<file path="config.mk">
export PLATFORM = sky130hd
export DESIGN_NAME = light_conv
export DESIGN_NICKNAME = d
export VERILOG_FILES = /design/src/design/light_conv_pkg.sv /design/src/design/threshold_src.sv /design/src/design/light_conv.sv
export SDC_FILE = /design/constraint.sdc
export NUM_CORES = 1
export LEC_CHECK = 0
export BUFFER_PORTS_ARGS = -buffer_cell sky130_fd_sc_hd__buf_2
export CAP_MARGIN = 25
export CORE_MARGIN = 2
export CORE_UTILIZATION = 28
export DETAILED_ROUTE_END_ITERATION = 12
export PLACE_DENSITY = 0.52
export SLEW_MARGIN = 15
export SYNTH_ARGS = -nofsm -noshare
export SYNTH_HDL_FRONTEND = slang
export SYNTH_SLANG_ARGS = --single-unit
</file>
<file path="constraint.sdc">
create_clock -name pclk -period 4.61 [get_ports pclk]
set_clock_uncertainty 0.15 [all_clocks]
set_input_delay 0.461 -clock pclk [delete_from_list [all_inputs] [get_ports pclk]]
set_output_delay 0.461 -clock pclk [all_outputs]
set_load 0.01 [all_outputs]
</file>
<file path="src/design/light_conv_pkg.sv">
package light_conv_pkg;

   // ==========================================================
   // timing
   localparam int unsigned CLK_HZ       = 25_000_000;
   localparam int unsigned STEP_MS      = 100;
   localparam int unsigned STEP_CYCLES  = CLK_HZ / 1000 * STEP_MS;
   localparam int unsigned STEPS_MAX    = 6;

   // ==========================================================
   // register byte offsets
   localparam logic [7:0] OFS_CTRL      = 8'h00;
   localparam logic [7:0] OFS_PERSIST   = 8'h04;
   localparam logic [7:0] OFS_PERS_LO   = 8'h08;
   localparam logic [7:0] OFS_PERS_HI   = 8'h0C;
   localparam logic [7:0] OFS_IMM_LO    = 8'h10;
   localparam logic [7:0] OFS_IMM_HI    = 8'h14;
   localparam logic [7:0] OFS_RESULTS   = 8'h18;
   localparam logic [7:0] OFS_IRQ_STAT  = 8'h1C;
   localparam logic [7:0] OFS_IRQ_MASK  = 8'h20;
   localparam logic [7:0] OFS_STATE     = 8'h24;

   // ==========================================================
   // control, result and interrupt fields
   localparam int unsigned CTRL_ACTIVE  = 0;
   localparam int unsigned CTRL_TIME_LO = 4;
   localparam int unsigned CTRL_GAIN_LO = 8;
   localparam int unsigned RES_IR_LO    = 16;
   localparam int unsigned IRQ_PERS     = 0;
   localparam int unsigned IRQ_IMM      = 1;
   localparam int unsigned IRQ_DONE     = 2;

   // ==========================================================
   // reset values and limits
   localparam logic [9:0]  CTRL_RESET   = 10'h000;
   localparam logic [3:0]  PERSIST_RST  = 4'h0;
   localparam logic [15:0] TH_LO_RESET  = 16'h0000;
   localparam logic [15:0] TH_HI_RESET  = 16'hFFFF;
   localparam logic [2:0]  IRQ_MASK_RST = 3'h0;
   localparam logic [2:0]  TIME_SHORT   = 3'h0;
   localparam logic [2:0]  TIME_LONGEST = 3'h5;
   localparam logic [15:0] SAT_SHORT    = 16'd36863;
   localparam logic [15:0] SAT_LONG     = 16'd65535;

   typedef enum logic [1:0] {
      ST_IDLE  = 2'b00,
      ST_INTEG = 2'b01,
      ST_XFER  = 2'b10
   } conv_state_t;

endpackage : light_conv_pkg

</file>
<file path="src/design/threshold_src.sv">
`timescale 1ns/1ps
module threshold_src
   import light_conv_pkg::*;
#(
   parameter int unsigned DW = 16,
   parameter int unsigned PW = 4
) (
   input  wire logic          pclk,      // system clock
   input  wire logic          presetn,   // async reset, active low
   input  wire logic          eval,      // one-cycle pulse: new result valid
   input  wire logic [DW-1:0] value,     // result to test
   input  wire logic [DW-1:0] lo_lim,    // lower limit
   input  wire logic [DW-1:0] hi_lim,    // upper limit
   input  wire logic [PW-1:0] need,      // consecutive hits needed, 0 = fire at once
   input  wire logic          clr,       // host cleared this source
   output logic               fire       // one-cycle pulse: source fires
);

   logic          out_range;
   logic [PW-1:0] hits_reg;

   // ==========================================================
   // window test
   assign out_range = (value > hi_lim) || (value < lo_lim);

   // consecutive out-of-range counter, saturates rather than wraps
   always_ff @(posedge pclk or negedge presetn) begin
      if (!presetn) begin
         hits_reg <= '0;
      end else if (clr) begin
         // a conversion landing on the clear still counts as the first of a new run
         hits_reg <= (eval && out_range) ? PW'(1) : '0;
      end else if (eval) begin
         if (!out_range) begin
            hits_reg <= '0;
         end else if (hits_reg != '1) begin
            hits_reg <= hits_reg + 1'b1;
         end
      end
   end

   // fires when this conversion completes the required run
   assign fire = eval && out_range && ((hits_reg + 1'b1) >= {1'b0, need});

endmodule : threshold_src

</file>
<file path="src/design/light_conv.sv">
// Chosen here: the placing of the registers and the APB register port.
`timescale 1ns/1ps
module light_conv
   import light_conv_pkg::*;
#(
   parameter int unsigned STEP_CYC = STEP_CYCLES   // cycles in one integration step
) (
   input  wire logic        pclk,       // system clock, 25 MHz
   input  wire logic        presetn,    // async reset, active low
   input  wire logic        psel,       // apb select
   input  wire logic        penable,    // apb access phase
   input  wire logic        pwrite,     // apb direction
   input  wire logic [7:0]  paddr,      // apb byte address
   input  wire logic [31:0] pwdata,     // apb write data
   output logic [31:0]      prdata,     // apb read data
   output logic             pready,     // apb ready
   output logic             pslverr,    // apb error, unmapped address
   input  wire logic        bb_pulse,   // broadband converter charge pulses (async)
   input  wire logic        ir_pulse,   // infrared converter charge pulses (async)
   output logic             int_o,      // interrupt pin output value, always low
   output logic             int_oe_n    // interrupt pin enable, low = pulling low
);

   // ==========================================================
   // registers
   logic [9:0]   ctrl_reg;
   logic [3:0]   persist_reg;
   logic [15:0]  pers_lo_reg, pers_hi_reg, imm_lo_reg, imm_hi_reg;
   logic [15:0]  bb_res_reg, ir_res_reg;
   logic [2:0]   irq_stat_reg, irq_mask_reg, irq_set;
   logic [31:0]  prdata_reg;
   logic         pready_reg, pslverr_reg, int_oe_n_reg;
   conv_state_t  state_reg;
   logic [22:0]  cyc_reg;
   logic [2:0]   step_reg, steps_need;
   logic [15:0]  bb_acc_reg, ir_acc_reg, sat_lim;
   logic [2:0]   bb_sync_reg, ir_sync_reg;
   logic         bb_edge, ir_edge, eval, fire_pers, fire_imm;
   logic         wr_acc, rd_acc, setup, stat_read, active;
   logic [2:0]   integ_sel;

   assign active    = ctrl_reg[CTRL_ACTIVE];
   assign integ_sel = ctrl_reg[CTRL_TIME_LO +: 3];

   // ==========================================================
   // apb slave (stands in for the two-wire host link)
   assign setup  = psel && !penable;
   assign wr_acc = psel && penable && pready_reg && pwrite;
   assign rd_acc = psel && penable && pready_reg && !pwrite;
   assign stat_read = rd_acc && (paddr == OFS_IRQ_STAT);

   // zero-wait slave: ready high from the first edge after reset
   always_ff @(posedge pclk or negedge presetn) begin
      if (!presetn) begin
         pready_reg <= 1'b0;
      end else begin
         pready_reg <= 1'b1;
      end
   end

   // read data and error are prepared in the setup cycle
   always_ff @(posedge pclk or negedge presetn) begin
      if (!presetn) begin
         prdata_reg  <= 32'h0000_0000;
         pslverr_reg <= 1'b0;
      end else if (setup) begin
         pslverr_reg <= 1'b0;
         prdata_reg  <= 32'h0000_0000;
         case (paddr)
            OFS_CTRL:     prdata_reg <= {22'h0, ctrl_reg};
            OFS_PERSIST:  prdata_reg <= {28'h0, persist_reg};
            OFS_PERS_LO:  prdata_reg <= {16'h0, pers_lo_reg};
            OFS_PERS_HI:  prdata_reg <= {16'h0, pers_hi_reg};
            OFS_IMM_LO:   prdata_reg <= {16'h0, imm_lo_reg};
            OFS_IMM_HI:   prdata_reg <= {16'h0, imm_hi_reg};
            // both channels in one word, so a pair is always coherent
            OFS_RESULTS:  prdata_reg <= {ir_res_reg, bb_res_reg};
            OFS_IRQ_STAT: prdata_reg <= {29'h0, irq_stat_reg};
            OFS_IRQ_MASK: prdata_reg <= {29'h0, irq_mask_reg};
            OFS_STATE:    prdata_reg <= {27'h0, step_reg, state_reg};
            default:      pslverr_reg <= 1'b1;
         endcase
      end
   end

   // control and threshold writes
   always_ff @(posedge pclk or negedge presetn) begin
      if (!presetn) begin
         ctrl_reg     <= CTRL_RESET;
         persist_reg  <= PERSIST_RST;
         pers_lo_reg  <= TH_LO_RESET;
         pers_hi_reg  <= TH_HI_RESET;
         imm_lo_reg   <= TH_LO_RESET;
         imm_hi_reg   <= TH_HI_RESET;
         irq_mask_reg <= IRQ_MASK_RST;
      end else if (wr_acc) begin
         case (paddr)
            OFS_CTRL:     ctrl_reg     <= pwdata[9:0];
            OFS_PERSIST:  persist_reg  <= pwdata[3:0];
            OFS_PERS_LO:  pers_lo_reg  <= pwdata[15:0];
            OFS_PERS_HI:  pers_hi_reg  <= pwdata[15:0];
            OFS_IMM_LO:   imm_lo_reg   <= pwdata[15:0];
            OFS_IMM_HI:   imm_hi_reg   <= pwdata[15:0];
            OFS_IRQ_MASK: irq_mask_reg <= pwdata[2:0];
            default:      ;
         endcase
      end
   end

   assign prdata  = prdata_reg;
   assign pready  = pready_reg;
   assign pslverr = pslverr_reg;

   // ==========================================================
   // pulse synchronisers: first stage feeds only the second
   always_ff @(posedge pclk or negedge presetn) begin
      if (!presetn) begin
         bb_sync_reg <= 3'h0;
         ir_sync_reg <= 3'h0;
      end else begin
         bb_sync_reg <= {bb_sync_reg[1:0], bb_pulse};
         ir_sync_reg <= {ir_sync_reg[1:0], ir_pulse};
      end
   end

   assign bb_edge = bb_sync_reg[1] && !bb_sync_reg[2];
   assign ir_edge = ir_sync_reg[1] && !ir_sync_reg[2];

   // ==========================================================
   // conversion sequencer
   // codes above 101b are clamped to the longest setting
   assign steps_need = (integ_sel > TIME_LONGEST) ? TIME_LONGEST : integ_sel;
   assign sat_lim    = (integ_sel == TIME_SHORT) ? SAT_SHORT : SAT_LONG;
   assign eval       = (state_reg == ST_XFER);

   always_ff @(posedge pclk or negedge presetn) begin
      if (!presetn) begin
         state_reg <= ST_IDLE;
         cyc_reg   <= '0;
         step_reg  <= 3'h0;
      end else begin
         case (state_reg)
            ST_IDLE: begin
               cyc_reg  <= '0;
               step_reg <= 3'h0;
               if (active) begin
                  state_reg <= ST_INTEG;
               end
            end
            ST_INTEG: begin
               if (!active) begin
                  state_reg <= ST_IDLE;                 // abandon partial cycle on sleep
               end else if (cyc_reg == 23'(STEP_CYC - 1)) begin
                  cyc_reg <= '0;
                  if (step_reg >= steps_need) begin
                     state_reg <= ST_XFER;              // both channels stop together
                  end else begin
                     step_reg <= step_reg + 3'h1;
                  end
               end else begin
                  cyc_reg <= cyc_reg + 23'h1;
               end
            end
            ST_XFER: begin
               step_reg <= 3'h0;
               cyc_reg  <= '0;
               // restart with no host action, unless sleep was selected
               state_reg <= active ? ST_INTEG : ST_IDLE;
            end
            default: state_reg <= ST_IDLE;
         endcase
      end
   end

   // shared integrators, cleared together and counting together
   always_ff @(posedge pclk or negedge presetn) begin
      if (!presetn) begin
         bb_acc_reg <= 16'h0000;
         ir_acc_reg <= 16'h0000;
      end else if (state_reg != ST_INTEG) begin
         bb_acc_reg <= 16'h0000;
         ir_acc_reg <= 16'h0000;
      end else begin
         // a shorter time picked mid-cycle pulls a count above the new ceiling down
         if (bb_edge && bb_acc_reg < sat_lim) begin
            bb_acc_reg <= bb_acc_reg + 16'h1;
         end else if (bb_acc_reg > sat_lim) begin
            bb_acc_reg <= sat_lim;
         end
         if (ir_edge && ir_acc_reg < sat_lim) begin
            ir_acc_reg <= ir_acc_reg + 16'h1;
         end else if (ir_acc_reg > sat_lim) begin
            ir_acc_reg <= sat_lim;
         end
      end
   end

   // result buffer loads only on transfer; sleep leaves it readable
   always_ff @(posedge pclk or negedge presetn) begin
      if (!presetn) begin
         bb_res_reg <= 16'h0000;
         ir_res_reg <= 16'h0000;
      end else if (eval) begin
         bb_res_reg <= bb_acc_reg;
         ir_res_reg <= ir_acc_reg;
      end
   end

   // ==========================================================
   // threshold sources, both watch the broadband result
   threshold_src #(.DW(16), .PW(4)) u_pers (
      .pclk    (pclk),
      .presetn (presetn),
      .eval    (eval),
      .value   (bb_acc_reg),
      .lo_lim  (pers_lo_reg),
      .hi_lim  (pers_hi_reg),
      .need    (persist_reg),
      .clr     (stat_read && prdata_reg[IRQ_PERS]),
      .fire    (fire_pers)
   );

   threshold_src #(.DW(16), .PW(4)) u_imm (
      .pclk    (pclk),
      .presetn (presetn),
      .eval    (eval),
      .value   (bb_acc_reg),
      .lo_lim  (imm_lo_reg),
      .hi_lim  (imm_hi_reg),
      .need    (4'h0),
      .clr     (stat_read && prdata_reg[IRQ_IMM]),
      .fire    (fire_imm)
   );

   // ==========================================================
   // interrupt status: sticky, read clears, a new event wins over the clear
   assign irq_set = {eval, fire_imm, fire_pers};

   always_ff @(posedge pclk or negedge presetn) begin
      if (!presetn) begin
         irq_stat_reg <= 3'h0;
      end else if (stat_read) begin
         // clear only what the read returned: an event landing on the setup
         // edge is not in the snapshot and must not be lost
         irq_stat_reg <= (irq_stat_reg & ~prdata_reg[2:0]) | irq_set;
      end else begin
         irq_stat_reg <= irq_stat_reg | irq_set;
      end
   end

   // open-drain pin: value is always low, only the enable moves
   always_ff @(posedge pclk or negedge presetn) begin
      if (!presetn) begin
         int_oe_n_reg <= 1'b1;
      end else begin
         int_oe_n_reg <= ~|(irq_stat_reg & irq_mask_reg);
      end
   end

   always_ff @(posedge pclk or negedge presetn) begin
      if (!presetn) begin
         int_o <= 1'b0;
      end else begin
         int_o <= 1'b0;
      end
   end

   assign int_oe_n = int_oe_n_reg;

   // ==========================================================
   // assertions
   a_both_cleared: assert property (@(posedge pclk) disable iff (!presetn)
      (state_reg == ST_XFER) |=> (bb_acc_reg == 16'h0000 && ir_acc_reg == 16'h0000))
      else $error("integrators not cleared together");

   a_result_load: assert property (@(posedge pclk) disable iff (!presetn)
      eval |=> (bb_res_reg == $past(bb_acc_reg) && ir_res_reg == $past(ir_acc_reg)))
      else $error("results not loaded from integrators");

   a_result_hold: assert property (@(posedge pclk) disable iff (!presetn)
      !eval |=> ($stable(bb_res_reg) && $stable(ir_res_reg)))
      else $error("results moved outside a transfer");

   a_auto_restart: assert property (@(posedge pclk) disable iff (!presetn)
      (eval && active) |=> (state_reg == ST_INTEG && cyc_reg == 23'h0))
      else $error("no automatic restart after transfer");

   a_irq_holds: assert property (@(posedge pclk) disable iff (!presetn)
      (irq_stat_reg[IRQ_IMM] && !stat_read) |=> irq_stat_reg[IRQ_IMM])
      else $error("status bit dropped without a clear");

   a_pin_pulls: assert property (@(posedge pclk) disable iff (!presetn)
      (|(irq_stat_reg & irq_mask_reg)) |=> (!int_oe_n && !int_o))
      else $error("pending interrupt not driven low");

   a_pin_release: assert property (@(posedge pclk) disable iff (!presetn)
      !(|(irq_stat_reg & irq_mask_reg)) |=> int_oe_n)
      else $error("pin driven with nothing pending");

   a_imm_fires: assert property (@(posedge pclk) disable iff (!presetn)
      (eval && (bb_acc_reg > imm_hi_reg || bb_acc_reg < imm_lo_reg))
      |=> irq_stat_reg[IRQ_IMM])
      else $error("immediate source missed an out-of-range result");

   a_sat_short: assert property (@(posedge pclk) disable iff (!presetn)
      (integ_sel == TIME_SHORT) |=> (bb_acc_reg <= SAT_SHORT && ir_acc_reg <= SAT_SHORT))
      else $error("short setting count above its ceiling");

   a_sleep_idle: assert property (@(posedge pclk) disable iff (!presetn)
      !active |=> (state_reg == ST_IDLE))
      else $error("integration started while asleep");

   a_xfer_once: assert property (@(posedge pclk) disable iff (!presetn)
      (state_reg == ST_XFER) |=> (state_reg != ST_XFER))
      else $error("transfer state held for more than one cycle");

   a_integ_len: assert property (@(posedge pclk) disable iff (!presetn)
      eval |-> ($past(cyc_reg) == 23'(STEP_CYC - 1)))
      else $error("transfer before the end of an integration step");

   a_done_sets: assert property (@(posedge pclk) disable iff (!presetn)
      eval |=> irq_stat_reg[IRQ_DONE])
      else $error("transfer did not flag conversion done");

   a_stat_clear: assert property (@(posedge pclk) disable iff (!presetn)
      (stat_read && !eval) |=> ((irq_stat_reg & prdata_reg[2:0]) == 3'h0))
      else $error("status bits survived the read that returned them");

   a_err_mapped: assert property (@(posedge pclk) disable iff (!presetn)
      (setup && paddr[1:0] == 2'b00 && paddr <= OFS_STATE) |=> !pslverr)
      else $error("error flagged on a mapped register");

   a_err_unmapped: assert property (@(posedge pclk) disable iff (!presetn)
      (setup && paddr > OFS_STATE) |=> pslverr)
      else $error("unmapped register accepted without error");

   c_transfer:  cover property (@(posedge pclk) disable iff (!presetn) eval ##1 active);
   c_pers_fire: cover property (@(posedge pclk) disable iff (!presetn) fire_pers);
   c_imm_fire:  cover property (@(posedge pclk) disable iff (!presetn) fire_imm ##1 !int_oe_n);
   c_sleep:     cover property (@(posedge pclk) disable iff (!presetn)
      (state_reg == ST_INTEG) ##1 (state_reg == ST_IDLE));
   c_pers_clr:  cover property (@(posedge pclk) disable iff (!presetn)
      stat_read && prdata_reg[IRQ_PERS]);

endmodule : light_conv

</file>
==> out/metrics.csv <==
metric,value,unit
fin_crit_sh,65.3,%
p_leak,6.73,nW
viasPerCell,5.01,
synth.distinct_cells,87,
outcome,completed,
synth.avg_cell_area,9.85,sq um
grt_max_degree,115,
rsz0062_at_grt,false,
place_ws,1.55,ns
p_seq_share,45.0,%
nFillCells,4483,
p_comb_share,4.3,%
setup_viol,0,
largest_register_ffs,32,
clk_latency,0.56,ns
path_class,flop to flop,
grt_overflow,0,
syn_area,0.0121,sq mm
hold_class,input port to flop,
die_y,212,um
crit_fanout,13,
dieWidth,212,um
numPortBuffers,65,
drt-total-wl,35400,um
nets,1435,
area_delta_synth_final,16.7,%
async_flop_share,100,%
cts_hold_buffers,12,
p_switching,1.02,mW
ys.flop_type,dfrtp_1,
route.detailed.drc,0,
final-seq-area,0.00557,sq mm
synth_fp_nets,1360,
p_clk_share,50.7,%
cts_tree,built,
cts_setup_buffers,0,
grt_pass1_wl,56300,um
firstDrtPassIters,5,
start_util,28.3,%
cp-start-kind,flop,
synth_cells,1233,
postLayoutCoreUtil,33.0,%
path_clk_slew,0.06,ns
drive_gt1_share,17.9,%
grtUsageTotal,16.0,%
grt_pass1_vias,9581,
synth-seq-cells,221,
clock-root-buffer,clkbuf_16,
powerDensity,308,mW/mm^2
switching_share,23.5,%
final_max_slew_viol_count,0,
row_count,76,
tns,0,ns
end_kind,flop,
routedWlPerCell,18.5,um
fmax,0.332,GHz
vias,9594,
cap_violations,0,
worst_slew_pin_slew,1.03,ns
dieArea,0.0451,sq mm
cp_data_arrival_time,3.31,ns
hold_ws,0.0368,ns
cts_resized,0,
ir_worst_vdd,0.246,mV
h-tree-depth,1,
ys_warn_count,0,
place_congestion,0.827,
period_needed,3.01,ns
core,0.0430,sq mm
ant_nets,0,
drt-initial-drc-count,796,
multi_input_comb_area,0.00602,sq mm
io_pins,83,
ys_seq_area_share,45.9,%
antenna_found_initial,1,
clock-sinks,221,
p_int,3.34,mW
hold_viol,0,
synth_edf_count,0,
dp_hpwl,24600,um
cts_buffer_depth,3,
cts_buffers,28,
finalPower,4.36,mW
critPathRequiredTime,4.91,ns
slew_headroom,30.6,%
layout_setup_ws,1.60,ns
-- worst max-delay path, cell delays in order (launching register included) --
cell	delay, ns
dfrtp_1	0.43
nor3_1	0.20
buf_4	0.22
ha_1	0.27
a21o_1	0.18
a21o_1	0.20
a21boi_2	0.27
nor2b_2	0.58
mux2i_1	0.16
a32o_1	0.22
-- per-stage QoR --
step / std cells / instance area [sq um]
6_report: 1916 / 14200
4_1_cts: 1915 / 14200
3_3_place_gp: 1849 / 13100
2_1_floorplan: 1233 / 12100
5_1_grt: 1916 / 14200
3_5_place_dp: 1851 / 13100
-- power groups by stage --
stage | Sequential [mW] | Clock [mW] | Combinational [mW]
6_report | 1.96 | 2.21 | 0.186
5_1_grt | 1.96 | 2.37 | 0.208
2_1_floorplan | 2.00 | 0 | 0.0801
3_5_place_dp | 2.00 | 0 | 0.180
4_1_cts | 1.96 | 2.27 | 0.189
3_3_place_gp | 2.00 | 0 | 0.179
-- cell type report --
| class | count | area share (%) |
|---|---|---|
| tap | 585 | 5.16 |
| clock buffer | 39 | 5.67 |
| antenna | 1 | 0.0177 |
| inverter | 81 | 2.14 |
| multi-input combinational | 879 | 42.5 |
| clock inverter | 13 | 0.900 |
| sequential | 221 | 39.3 |
| timing repair buffer | 97 | 4.32 |
-- metal layers --
layer / track usage, % / vias to the layer above / routed length [um]
met3: 2.26 / 51 / 1350
met1: 23.1 / 4733 / 17500
met4: 4.61 / 0 / 905
li1: - / 4626 / -
met2: 24.8 / 184 / 15700
met5: 0 / - / 0
-- worst paths after layout --
| path | endpoint | slack (ns) | cells after the start | from |
|---|---|---|---|---|
| max in group asynchronous | pers_hi_reg[2] | 2.78 | 3 | presetn |
| max reg2reg | bb_acc_reg[12] | 1.60 | 9 | ctrl_reg[6] |
| max | bb_acc_reg[12] | 1.60 | 9 | ctrl_reg[6] |
| min reg2reg | bb_sync_reg[1] | 0.21 | 0 | bb_sync_reg[0] |
| min | imm_lo_reg[7] | 0.04 | 3 | pwdata[7] |
| min in group asynchronous | step_reg[2] | 0.42 | 2 | presetn |
-- Yosys cell counts, types with 7 or more instances --
| cell | number | area, sq um |
|---|---|---|
| o21a_1 | 7 | 52.6 |
| a222oi_1 | 7 | 70.1 |
| dfstp_2 | 33 | 867 |
| inv_1 | 81 | 304 |
| and4_1 | 8 | 70.1 |
| nor2_1 | 34 | 128 |
| nor4_1 | 7 | 43.8 |
| ha_1 | 80 | 1000 |
| a221oi_1 | 8 | 70.1 |
| nor3_1 | 16 | 80.1 |
| and3_1 | 13 | 81.3 |
| nand4_1 | 18 | 113 |
| a31oi_1 | 13 | 81.3 |
| a22oi_1 | 32 | 240 |
| o21ai_0 | 93 | 465 |
| a311oi_1 | 9 | 78.8 |
| clkbuf_1 | 25 | 93.8 |
| mux2_1 | 10 | 113 |
| nand2b_1 | 12 | 75.1 |
| nand3b_1 | 7 | 52.6 |
| mux2_2 | 39 | 439 |
| a21oi_1 | 53 | 265 |
| a211o_1 | 7 | 61.3 |
| nand2_1 | 188 | 706 |
| dfrtp_1 | 188 | 4700 |
| a22o_1 | 22 | 193 |
| a211oi_1 | 13 | 97.6 |
| buf_2 | 20 | 100 |
| nor2b_1 | 8 | 50.1 |
| a21o_1 | 28 | 210 |
| nand3_1 | 39 | 195 |
| and2_1 | 14 | 87.6 |
-- layout by cell type, fill, tap and decap left out, types with 8 or more instances in the layout --
master,synthesis,routed
nand2_1,188,188
dfrtp_1,188,188
o21ai_0,93,93
inv_1,81,81
ha_1,80,80
buf_2,20,64
a21oi_1,53,53
nand3_1,39,39
mux2_2,39,39
nor2_1,34,34
dfstp_2,33,33
a22oi_1,32,32
clkbuf_16,0,29
a21o_1,28,28
a22o_1,22,22
buf_4,4,19
nand4_1,18,18
nor3_1,16,16
and2_1,14,14
and3_1,13,13
a31oi_1,13,13
a211oi_1,13,13
nand2b_1,12,12
dlygate4sd3_1,0,12
mux2_1,10,10
a311oi_1,9,9
and4_1,8,8
a221oi_1,8,8
-- cells by family after synthesis --
logic type	Yosys count	share of synthesized area, %
other cells	2	0.0618
mux	55	5.24
buf+inv	133	4.62
flops	221	45.9
fa+ha+maj	80	8.24
xor+xnor	8	0.577
compound gates	331	18.3
simple gates	403	17.1
Note: power is estimated with default switching activity, not from simulation.
